File: src/hw/rcr_pkg.sv
package rcr_pkg;
   // ==========================================
   // program counter values
   localparam int PC_W = 15;
   localparam logic [14:0] PC_RESET = 15'h0000;
   localparam logic [14:0] PC_IRQ_VEC = 15'h0004;
   // ==========================================
   // status cause field bit positions (5 bits, msb first)
   localparam int ST_EXP = 4;
   localparam int ST_PDN = 3;
   localparam logic [4:0] STATUS_POR = 5'h18;
   // ==========================================
   // power control bit positions (8 bits, bit 5 unimplemented)
   localparam int PC_OVF = 7;
   localparam int PC_UNF = 6;
   localparam int PC_WDT = 4;
   localparam int PC_PIN = 3;
   localparam int PC_SOFT = 2;
   localparam int PC_POR = 1;
   localparam int PC_BOR = 0;
   localparam logic [7:0] POWER_CONTROL_REG_POR = 8'h1C;
   localparam logic [7:0] POWER_CONTROL_REG_MASK = 8'hDF;
   // ==========================================
   // event codes, not in the priority order that rcr_event_sel applies
   typedef enum logic [3:0] {
      RCR_EV_NONE, RCR_EV_POR, RCR_EV_BOR, RCR_EV_PIN_RUN, RCR_EV_PIN_SLP, RCR_EV_WDT_RST,
      RCR_EV_OVF, RCR_EV_UNF, RCR_EV_SOFT, RCR_EV_WDT_WAKE, RCR_EV_IRQ_WAKE
   } rcr_ev_t;
endpackage

File: src/hw/rcr_event_sel.sv
`timescale 1ns/10ps
module rcr_event_sel (
   input wire logic por_i,          // power-on
   input wire logic bor_i,          // brown-out
   input wire logic pin_i,          // master clear pin
   input wire logic asleep_i,       // core sleeping
   input wire logic wdt_i,          // watchdog timeout
   input wire logic soft_i,         // reset instruction
   input wire logic ovf_i,          // stack overflow
   input wire logic unf_i,          // stack underflow
   input wire logic stk_en_i,       // stack fault reset enable
   input wire logic irq_i,          // interrupt wake
   output rcr_pkg::rcr_ev_t ev_o    // chosen event
);
   always_comb begin
      ev_o = rcr_pkg::RCR_EV_NONE;
      if (por_i) ev_o = rcr_pkg::RCR_EV_POR;
      else if (bor_i) ev_o = rcr_pkg::RCR_EV_BOR;
      else if (pin_i && asleep_i) ev_o = rcr_pkg::RCR_EV_PIN_SLP;
      else if (pin_i) ev_o = rcr_pkg::RCR_EV_PIN_RUN;
      else if (wdt_i && asleep_i) ev_o = rcr_pkg::RCR_EV_WDT_WAKE;
      else if (wdt_i) ev_o = rcr_pkg::RCR_EV_WDT_RST;
      else if (ovf_i && stk_en_i) ev_o = rcr_pkg::RCR_EV_OVF;
      else if (unf_i && stk_en_i) ev_o = rcr_pkg::RCR_EV_UNF;
      else if (soft_i && !asleep_i) ev_o = rcr_pkg::RCR_EV_SOFT;
      else if (irq_i && asleep_i) ev_o = rcr_pkg::RCR_EV_IRQ_WAKE;
   end
endmodule

File: src/hw/rcr_recorder.sv
`timescale 1ns/10ps
// Functional notes
// every reset event updates cause bits in status or power control
// power-on clears por and stack flags, sets others, brown-out undefined
// power-on always sets watchdog expired and powerdown flags
// brown-out clears bor and stack flags, sets pin/soft/expired/powerdown
// watchdog reset clears wdt and expired flags, pc restarts at zero
// watchdog wake clears expired and powerdown, pc advances by one
// interrupt wake sets expired, clears powerdown, pc advances by one
// interrupt wake with irqs enabled runs next instruction, pushes, jumps to vector
// pin reset running clears pin flag only, pc zero
// pin reset asleep clears pin flag, sets expired, clears powerdown
// reset instruction clears soft flag only, pc zero
// enabled stack overflow resets, sets overflow flag, pc zero
// enabled stack underflow resets, sets underflow flag, pc zero
// power-on loads pc zero, status 1 1000, power control 00-1 110x
// cause flags otherwise hold until software writes them
module rcr_recorder (
   input wire logic core_clk_i,           // core clock 200 MHz
   input wire logic rst_n_i,              // sync reset, active low
   input wire logic por_i,                // power-on event pulse
   input wire logic bor_i,                // brown-out event pulse
   input wire logic pin_i,                // master clear pin event pulse
   input wire logic asleep_i,             // core in sleep
   input wire logic wdt_i,                // watchdog timeout pulse
   input wire logic soft_i,               // reset instruction pulse
   input wire logic ovf_i,                // stack overflow pulse
   input wire logic unf_i,                // stack underflow pulse
   input wire logic stk_en_i,             // stack_fault_reset_enable
   input wire logic irq_i,                // interrupt wake pulse
   input wire logic gie_i,                // global_irq_enable
   input wire logic [14:0] pc_i,          // current program_counter
   input wire logic sw_wr_i,              // software write of power control
   input wire logic [7:0] sw_data_i,      // written value
   output logic [4:0] status_o,           // status cause field
   output logic [7:0] power_control_reg_o,             // power_control_reg
   output logic [14:0] pc_o,              // program_counter to load
   output logic pc_load_o,                // load pc pulse
   output logic push_o,                   // push return address pulse
   output logic core_rst_o                // core reset pulse
);
   // ==========================================
   // event select
   rcr_pkg::rcr_ev_t ev;
   rcr_event_sel u_sel (
      .por_i(por_i), .bor_i(bor_i), .pin_i(pin_i), .asleep_i(asleep_i), .wdt_i(wdt_i),
      .soft_i(soft_i), .ovf_i(ovf_i), .unf_i(unf_i), .stk_en_i(stk_en_i), .irq_i(irq_i),
      .ev_o(ev)
   );
   // ==========================================
   // recorder state
   logic [4:0] status_r, status_nxt;
   logic [7:0] power_control_reg_r, power_control_reg_nxt;
   logic [14:0] pc_r, pc_nxt;
   logic pc_load_r, pc_load_nxt, push_r, push_nxt, rst_r, rst_nxt, vec_r, vec_nxt;
   always_comb begin
      status_nxt = status_r;
      power_control_reg_nxt = power_control_reg_r;
      pc_nxt = pc_r;
      pc_load_nxt = 1'b0;
      push_nxt = 1'b0;
      rst_nxt = 1'b0;
      vec_nxt = 1'b0;
      if (sw_wr_i) power_control_reg_nxt = sw_data_i & rcr_pkg::POWER_CONTROL_REG_MASK;
      if (vec_r) begin
         pc_nxt = rcr_pkg::PC_IRQ_VEC;
         pc_load_nxt = 1'b1;
         push_nxt = 1'b1;
      end
      unique case (ev)
         rcr_pkg::RCR_EV_NONE: ;
         rcr_pkg::RCR_EV_POR: begin
            status_nxt = rcr_pkg::STATUS_POR;
            power_control_reg_nxt = rcr_pkg::POWER_CONTROL_REG_POR;
         end
         rcr_pkg::RCR_EV_BOR: begin
            status_nxt[rcr_pkg::ST_EXP] = 1'b1;
            status_nxt[rcr_pkg::ST_PDN] = 1'b1;
            power_control_reg_nxt[rcr_pkg::PC_OVF] = 1'b0;
            power_control_reg_nxt[rcr_pkg::PC_UNF] = 1'b0;
            power_control_reg_nxt[rcr_pkg::PC_PIN] = 1'b1;
            power_control_reg_nxt[rcr_pkg::PC_SOFT] = 1'b1;
            power_control_reg_nxt[rcr_pkg::PC_BOR] = 1'b0;
         end
         rcr_pkg::RCR_EV_PIN_RUN: power_control_reg_nxt[rcr_pkg::PC_PIN] = 1'b0;
         rcr_pkg::RCR_EV_PIN_SLP: begin
            power_control_reg_nxt[rcr_pkg::PC_PIN] = 1'b0;
            status_nxt[rcr_pkg::ST_EXP] = 1'b1;
            status_nxt[rcr_pkg::ST_PDN] = 1'b0;
         end
         rcr_pkg::RCR_EV_WDT_RST: begin
            power_control_reg_nxt[rcr_pkg::PC_WDT] = 1'b0;
            status_nxt[rcr_pkg::ST_EXP] = 1'b0;
         end
         rcr_pkg::RCR_EV_OVF: power_control_reg_nxt[rcr_pkg::PC_OVF] = 1'b1;
         rcr_pkg::RCR_EV_UNF: power_control_reg_nxt[rcr_pkg::PC_UNF] = 1'b1;
         rcr_pkg::RCR_EV_SOFT: power_control_reg_nxt[rcr_pkg::PC_SOFT] = 1'b0;
         rcr_pkg::RCR_EV_WDT_WAKE: begin
            status_nxt[rcr_pkg::ST_EXP] = 1'b0;
            status_nxt[rcr_pkg::ST_PDN] = 1'b0;
         end
         rcr_pkg::RCR_EV_IRQ_WAKE: begin
            status_nxt[rcr_pkg::ST_EXP] = 1'b1;
            status_nxt[rcr_pkg::ST_PDN] = 1'b0;
            vec_nxt = gie_i;
         end
         default: ;
      endcase
      if (ev == rcr_pkg::RCR_EV_WDT_WAKE || ev == rcr_pkg::RCR_EV_IRQ_WAKE) begin
         pc_nxt = 15'(pc_i + 15'h0001);
         pc_load_nxt = 1'b1;
         push_nxt = 1'b0;
      end else if (ev != rcr_pkg::RCR_EV_NONE) begin
         pc_nxt = rcr_pkg::PC_RESET;
         pc_load_nxt = 1'b1;
         push_nxt = 1'b0;
         rst_nxt = 1'b1;
         vec_nxt = 1'b0;
      end
   end
   always_ff @(posedge core_clk_i) begin
      if (!rst_n_i) begin
         status_r <= rcr_pkg::STATUS_POR;
         power_control_reg_r <= rcr_pkg::POWER_CONTROL_REG_POR;
         pc_r <= rcr_pkg::PC_RESET;
         pc_load_r <= 1'b0;
         push_r <= 1'b0;
         rst_r <= 1'b0;
         vec_r <= 1'b0;
      end else begin
         status_r <= status_nxt;
         power_control_reg_r <= power_control_reg_nxt;
         pc_r <= pc_nxt;
         pc_load_r <= pc_load_nxt;
         push_r <= push_nxt;
         rst_r <= rst_nxt;
         vec_r <= vec_nxt;
      end
   end
   assign status_o = status_r;
   assign power_control_reg_o = power_control_reg_r;
   assign pc_o = pc_r;
   assign pc_load_o = pc_load_r;
   assign push_o = push_r;
   assign core_rst_o = rst_r;
endmodule

File: config.mk
export PLATFORM = sky130hd
export DESIGN_NAME = rcr_recorder
export DESIGN_NICKNAME = d
export VERILOG_FILES = /design/src/hw/rcr_pkg.sv /design/src/hw/rcr_event_sel.sv /design/src/hw/rcr_recorder.sv
export SDC_FILE = /design/constraint.sdc
export NUM_CORES = 1
export LEC_CHECK = 0
export BUFFER_PORTS_ARGS = -buffer_cell sky130_fd_sc_hd__buf_2
export CAP_MARGIN = 20
export CORE_UTILIZATION = 50
export CTS_CLUSTER_SIZE = 28
export DETAILED_ROUTE_END_ITERATION = 6
export PLACE_DENSITY = 0.85
export SLEW_MARGIN = 20
export SYNTH_ARGS = -nofsm -noshare
export SYNTH_HDL_FRONTEND = slang
export SYNTH_SLANG_ARGS = --single-unit
File: constraint.sdc
create_clock -name core_clk_i -period 4.1 [get_ports core_clk_i]
set_input_delay 0.82 -clock core_clk_i [delete_from_list [all_inputs] [get_ports core_clk_i]]
set_output_delay 0.82 -clock core_clk_i [all_outputs]
set_load 0.01 [all_outputs]
# Yosys cells after proc, flatten, opt, wreduce, memory -nomap -nowiden
# Index checks and enable logic that the tools add are counted.
dict set report word_totals {
  regBits 28
  inputBits 37
  out_inout_bits 31
  elab_cells 80
}
dict set report op_classes {
  n_addsub 1
  eq_ne 10
  n_mux 28
  n_bitwise 1
  n_reduce_logical 26
}
# op n
set ops {}
lappend ops {{2-to-1 mux 15 bit} 3}
lappend ops {{2-to-1 mux 4 bit} 10}
lappend ops {{nonzero test 3 bit} 6}
lappend ops {{equality test 4 x 3 -> 1 bit, second input constant} 4}
lappend ops {{adder 15 x 1 -> 15 bit, second input constant} 1}
lappend ops {{case mux 1 bit (2 select lines)} 7}
lappend ops {{equality test 4 bit, second input constant} 3}
lappend ops {{OR reduction 2 bit} 5}
lappend ops {{OR reduction 3 bit} 3}
lappend ops {{equality test 4 x 2 -> 1 bit, second input constant} 2}
lappend ops {{2-to-1 mux 8 bit} 1}
lappend ops {{2-to-1 mux 1 bit} 7}
lappend ops {{logical AND 1 bit} 6}
lappend ops {{equality test 4 x 1 -> 1 bit, second input constant} 1}
lappend ops {{nonzero test 2 bit} 2}
lappend ops {{nonzero test 4 bit} 1}
lappend ops {{OR reduction 4 bit} 1}
lappend ops {{logical NOT 1 bit} 1}
lappend ops {{logical OR 1 bit} 1}
lappend ops {{NOT 1 bit} 1}

# Logic depth before layout (Yosys ltp)
dict set report logic_depth {
  ltp_word 15
  mapped_depth 7
  depth_no_buf 6
}

# Modules after synthesis
# Synthesis repeated with hierarchy kept, for this count alone.
dict set report hier_totals {
  cells_unflattened 185
  hier_area_um2 1555.2
}
# mod n_inst cells_per_inst area_per_inst_um2 seq_area_each_um2
set modules_own_cells {}
lappend modules_own_cells {rcr_recorder 1 169 1440.1 560.5}
lappend modules_own_cells {rcr_event_sel 1 16 115.1 0.0}

# Least setup slack after synthesis
# OpenSTA, ideal clock, no wires.
dict set report synth_path {
  path_kind {input-to-reg}
  start {in asleep_i}
  end {reg pc_r[10], in the netlist pc_o[10]}
  setup_ns 0.070
  arrival_time_ns 2.166
  required_time_ns 4.030
  setup_slack_ns 1.864
  stages 7
  path_buffers 2
  path_cell_list {buf_6 > nor4bb_1 > a2111oi_4 > o311ai_4 > nor3b_4 > buf_6 > o2bb2ai_1}
}
dict set report synth_between {
  elab_chain_cells 14
  elab_cells_between_ends 22
  classes_between {2 x eq/ne; 12 x mux; 8 x reduce/logical}
}
# element line_no
set synth_lines {}
lappend synth_lines {{start: declaration} rcr_recorder.sv:24} ;# input wire logic asleep_i,
lappend synth_lines {{logical AND 1 bit / logical NOT 1 bit (equally long branches)} {rcr_event_sel.sv:26, rcr_event_sel.sv:25}}
lappend synth_lines {{2-to-1 mux 4 bit / logical AND 1 bit (equally long branches)} {rcr_event_sel.sv:26, rcr_event_sel.sv:25}}
lappend synth_lines {{2-to-1 mux 4 bit} rcr_event_sel.sv:25} ;# else if (soft_i && !asleep_i) ev_o = rcr_pkg::RCR_EV_SOFT;
lappend synth_lines {{2-to-1 mux 4 bit} rcr_event_sel.sv:24} ;# else if (unf_i && stk_en_i) ev_o = rcr_pkg::RCR_EV_UNF;
lappend synth_lines {{2-to-1 mux 4 bit} rcr_event_sel.sv:23} ;# else if (ovf_i && stk_en_i) ev_o = rcr_pkg::RCR_EV_OVF;
lappend synth_lines {{2-to-1 mux 4 bit} rcr_event_sel.sv:22} ;# else if (wdt_i) ev_o = rcr_pkg::RCR_EV_WDT_RST;
lappend synth_lines {{2-to-1 mux 4 bit} rcr_event_sel.sv:21} ;# else if (wdt_i && asleep_i) ev_o = rcr_pkg::RCR_EV_WDT_WAKE;
lappend synth_lines {{2-to-1 mux 4 bit} rcr_event_sel.sv:20} ;# else if (pin_i) ev_o = rcr_pkg::RCR_EV_PIN_RUN;
lappend synth_lines {{2-to-1 mux 4 bit *} rcr_event_sel.sv:19} ;# else if (pin_i && asleep_i) ev_o = rcr_pkg::RCR_EV_PIN_SLP;
lappend synth_lines {{2-to-1 mux 4 bit *} rcr_event_sel.sv:18} ;# else if (bor_i) ev_o = rcr_pkg::RCR_EV_BOR;
lappend synth_lines {{2-to-1 mux 4 bit *} rcr_event_sel.sv:17} ;# if (por_i) ev_o = rcr_pkg::RCR_EV_POR;
lappend synth_lines {{equality test 4 bit / nonzero test 4 bit (equally long branches)} {rcr_recorder.sv:109, rcr_recorder.sv:113}}
lappend synth_lines {{logical OR 1 bit / 2-to-1 mux 15 bit (equally long branches)} {rcr_recorder.sv:109, rcr_recorder.sv:113}}
lappend synth_lines {{nonzero test 3 bit (no line) / 2-to-1 mux 15 bit (equally long branches)} -}
lappend synth_lines {{end signal: assignment} rcr_recorder.sv:125} ;# pc_r <= rcr_pkg::PC_RESET;
lappend synth_lines {{end signal: assignment} rcr_recorder.sv:133} ;# pc_r <= pc_nxt;
lappend synth_lines {{end: declaration} rcr_recorder.sv:54} ;# logic [14:0] pc_r, pc_nxt;
# Mark *: on every way between the ends. The rest lies on a longest branch, timed or not.
# A chain may end at the register's enable or synchronous reset.

# Worst setup path after layout
dict set report layout_path {
  start {in wdt_i}
  end {reg pc_r[1], in the netlist pc_o[1]}
}
dict set report layout_between {
  elab_chain_cells 9
  elab_cells_between_ends 14
  classes_between {2 x eq/ne; 8 x mux; 4 x reduce/logical}
}
# element line_no
set layout_lines {}
lappend layout_lines {{start: declaration} rcr_recorder.sv:25} ;# input wire logic wdt_i,
lappend layout_lines {{2-to-1 mux 4 bit / logical AND 1 bit (equally long branches)} {rcr_event_sel.sv:22, rcr_event_sel.sv:21}}
lappend layout_lines {{2-to-1 mux 4 bit *} rcr_event_sel.sv:21}
lappend layout_lines {{2-to-1 mux 4 bit *} rcr_event_sel.sv:20}
lappend layout_lines {{2-to-1 mux 4 bit *} rcr_event_sel.sv:19}
lappend layout_lines {{2-to-1 mux 4 bit *} rcr_event_sel.sv:18}
lappend layout_lines {{2-to-1 mux 4 bit *} rcr_event_sel.sv:17}
lappend layout_lines {{equality test 4 bit / nonzero test 4 bit (equally long branches)} {rcr_recorder.sv:109, rcr_recorder.sv:113}}
lappend layout_lines {{logical OR 1 bit / 2-to-1 mux 15 bit (equally long branches)} {rcr_recorder.sv:109, rcr_recorder.sv:113}}
lappend layout_lines {{nonzero test 3 bit (no line) / 2-to-1 mux 15 bit (equally long branches)} -}
# Marked as above.

==> metrics.cfg <==
[yosys]
ys_types=45
synth-compound-area-share_pct=21.7
ys_seq_area_share_pct=37.9
ys_top_cells_by_area=dfxtp_1 (38%), o2bb2ai_1 (8.3%), xor2_1 (4.7%), mux2i_1 (4.1%), nand2_1 (3.6%)
yosys_warnings=0
synth_seq_cells=28
yosysTopAreaCell=dfxtp_1
avgSynthCellArea_sq_um=9.67
synth_fa_ha_area_share_pct=0.846
synthFlopType=dfxtp_1
syn_area_sq_um=1480
synth_cells=153
netlist.area_leader.share_pct=37.9
synth_top_family_by_area=simple AND/OR/NAND/NOR gates
synthXorXnorAreaFrac_pct=7.70
async_flop_share_pct=0
synth_edf_count=0
muxShareOfSynthArea_pct=4.06
synth_simple_gate_area_share_pct=22.7

[power]
finalPower_mw=0.499
pwr_density_cell_nw_per_um2=276
p_leak_nw=0.819
vdd_drop_max_v=0.000254

[timing]
period_needed_ns=2.34
finalMaxSlewViolations=0
fin_ws_ns=1.76
finalSetupTns_ns=0
slew_headroom_pct=58.5
max_freq_mhz=428
final-hold-violation-count=0
whs_ns=0.473
period_share_pct=57.0
setup_viol=0
skew_ns=0.000715
rsz0062_at_grt=no
tightest_slew_ns=0.622

[status]
outcome=finished clean

[die]
die_area_sq_um=3180
rows=19
core-area_sq_um=2780
die_w_um=56.4
num_io_pins=68
fp.dieH_um=56.4
start_util_pct=53.2

[finish]
final_util_pct=65.1
final_cells=244
fin_area_sq_um=1810
final_common_cell=buf_2
fin_nets=252
n_antenna_cell=0
num-fill-cells=251
syn2layout_area_growth_pct=22.4
layout_common_cells=buf_2 (62), dfxtp_1 (28), nand2_1 (14), o2bb2ai_1 (14), nor2_1 (9)
drive_gt1_share_pct=35.2

[critical_path]
r2r_start=vec_r
required_ns=4.37
cpMaxStageDelayCell=nor3b_4
startpoint=wdt_i
path_delay_family=simple AND/OR/NAND/NOR gates
critPathKind=in -> reg
critPathBufInv=1
ff2ff_setup_slack_ns=2.89
max_stage_delay_ns=0.57
path_max_fanout=14
worstPathArrival_ns=2.61
cp-end-kind=register
crit_chain=buf_2, nor2_1, a221o_1, o311ai_4, nor3b_4, o2bb2ai_1
crit_path_start_kind=primary input

[global_routing]
grt_max_degree=16
grt-ovfl-total=0
grt_pass1_vias=1316
grtUsageTotal_pct=22.1
antenna_found_initial=0
grt_first_pass_wirelength_um=5600

[route]
drc_errors=0
vias=1365
wirelength_um=3370
drtIter0Drc=64
wl_per_cell_um=13.8
first_pass_iters=4
routed_via_density=5.59
ant_nets=0

[cts]
cts_buffers=3
clkTransAtPathRegs_ns=0.14
clock_sinks=28
cts_resized=0
tritoncts=built
cts_buffer_depth=2
cts-root-buf=clkbuf_4
postCtsHoldBufs=0
post_cts_buffers=0
clk_latency_ns=0.34
cts_htree_levels=1

[place]
pre_cts_ws_ns=1.43
gp_congestion=0.801
placed_cells=240
hpwl_um=2580
dpl_cell_area_sq_um=1770
port-buffer-count=62

[hold_path]
min_from=pc_o[10]
hold_path.class=reg -> reg

[flow_run]
cap_viol_max_count=0

## worst reg2reg max path, stage by stage, from the launching register on
cell	delay, ns
dfxtp_1	0.38
nor3b_4	0.57
o2bb2ai_1	0.19
## logic make-up (layout without fill, tap and decap cells)
logic type	Yosys count	in the layout
other	1	4
AO/OA/AOI/OAI	35	35
multiplexers	6	6
buffers and inverters	11	68
flip-flops	28	28
XOR/XNOR	13	13
adder cells (fa/ha/maj)	1	1
AND/OR/NAND/NOR	58	58
## cells in the mapped netlist, drive strengths merged (4+ instances only)
cell type	n
a21oi	4
mux2i	6
nand3	7
nor2	9
nand2	14
xnor2	5
dfxtp	28
xor2	8
and3	5
o2bb2ai	14
buf	7
## sequential cells by signal, indices dropped and copies added (netlist names)
signal,cells
pc_o,15
power_control_reg_o,7
status_o,2
core_rst_o,1
vec_r,1
push_o,1
pc_load_o,1
## path summary, 6_finish.rpt
check | to | depth (start not counted)
worst max register to register | pc_o[1] | 2
worst max-delay path | pc_o[1] | 6
worst min register to register | pc_o[10] | 1
worst min-delay path | pc_o[10] | 1
## layer usage
layer / GRT usage (%) / wire length (um) / vias up
met5: 0 / 0 / -
met4: 9.76 / 60 / 0
met3: 3.23 / 182 / 5
met2: 40.8 / 1740 / 56
met1: 25.0 / 1390 / 635
li1: - / - / 669
## power breakdown
| group | internal [mW] | switching (mW) |
|---|---|---|
| registers | 0.277 | 0.00199 |
| logic | 0.0367 | 0.0463 |
| clock network | 0.0546 | 0.0824 |
| total | 0.368 | 0.131 |
## layout make-up
| cell class | count | area (sq um) | share of cell area [%] |
|---|---|---|---|
| clock buffers | 4 | 36.3 | 2.00 |
| inverters | 2 | 7.51 | 0.415 |
| multi-input cells | 117 | 857 | 47.3 |
| flip-flops and latches | 28 | 561 | 31.0 |
| well taps | 31 | 38.8 | 2.14 |
| repair buffers | 62 | 310 | 17.1 |
Note: power is estimated with default switching activity, not from simulation.
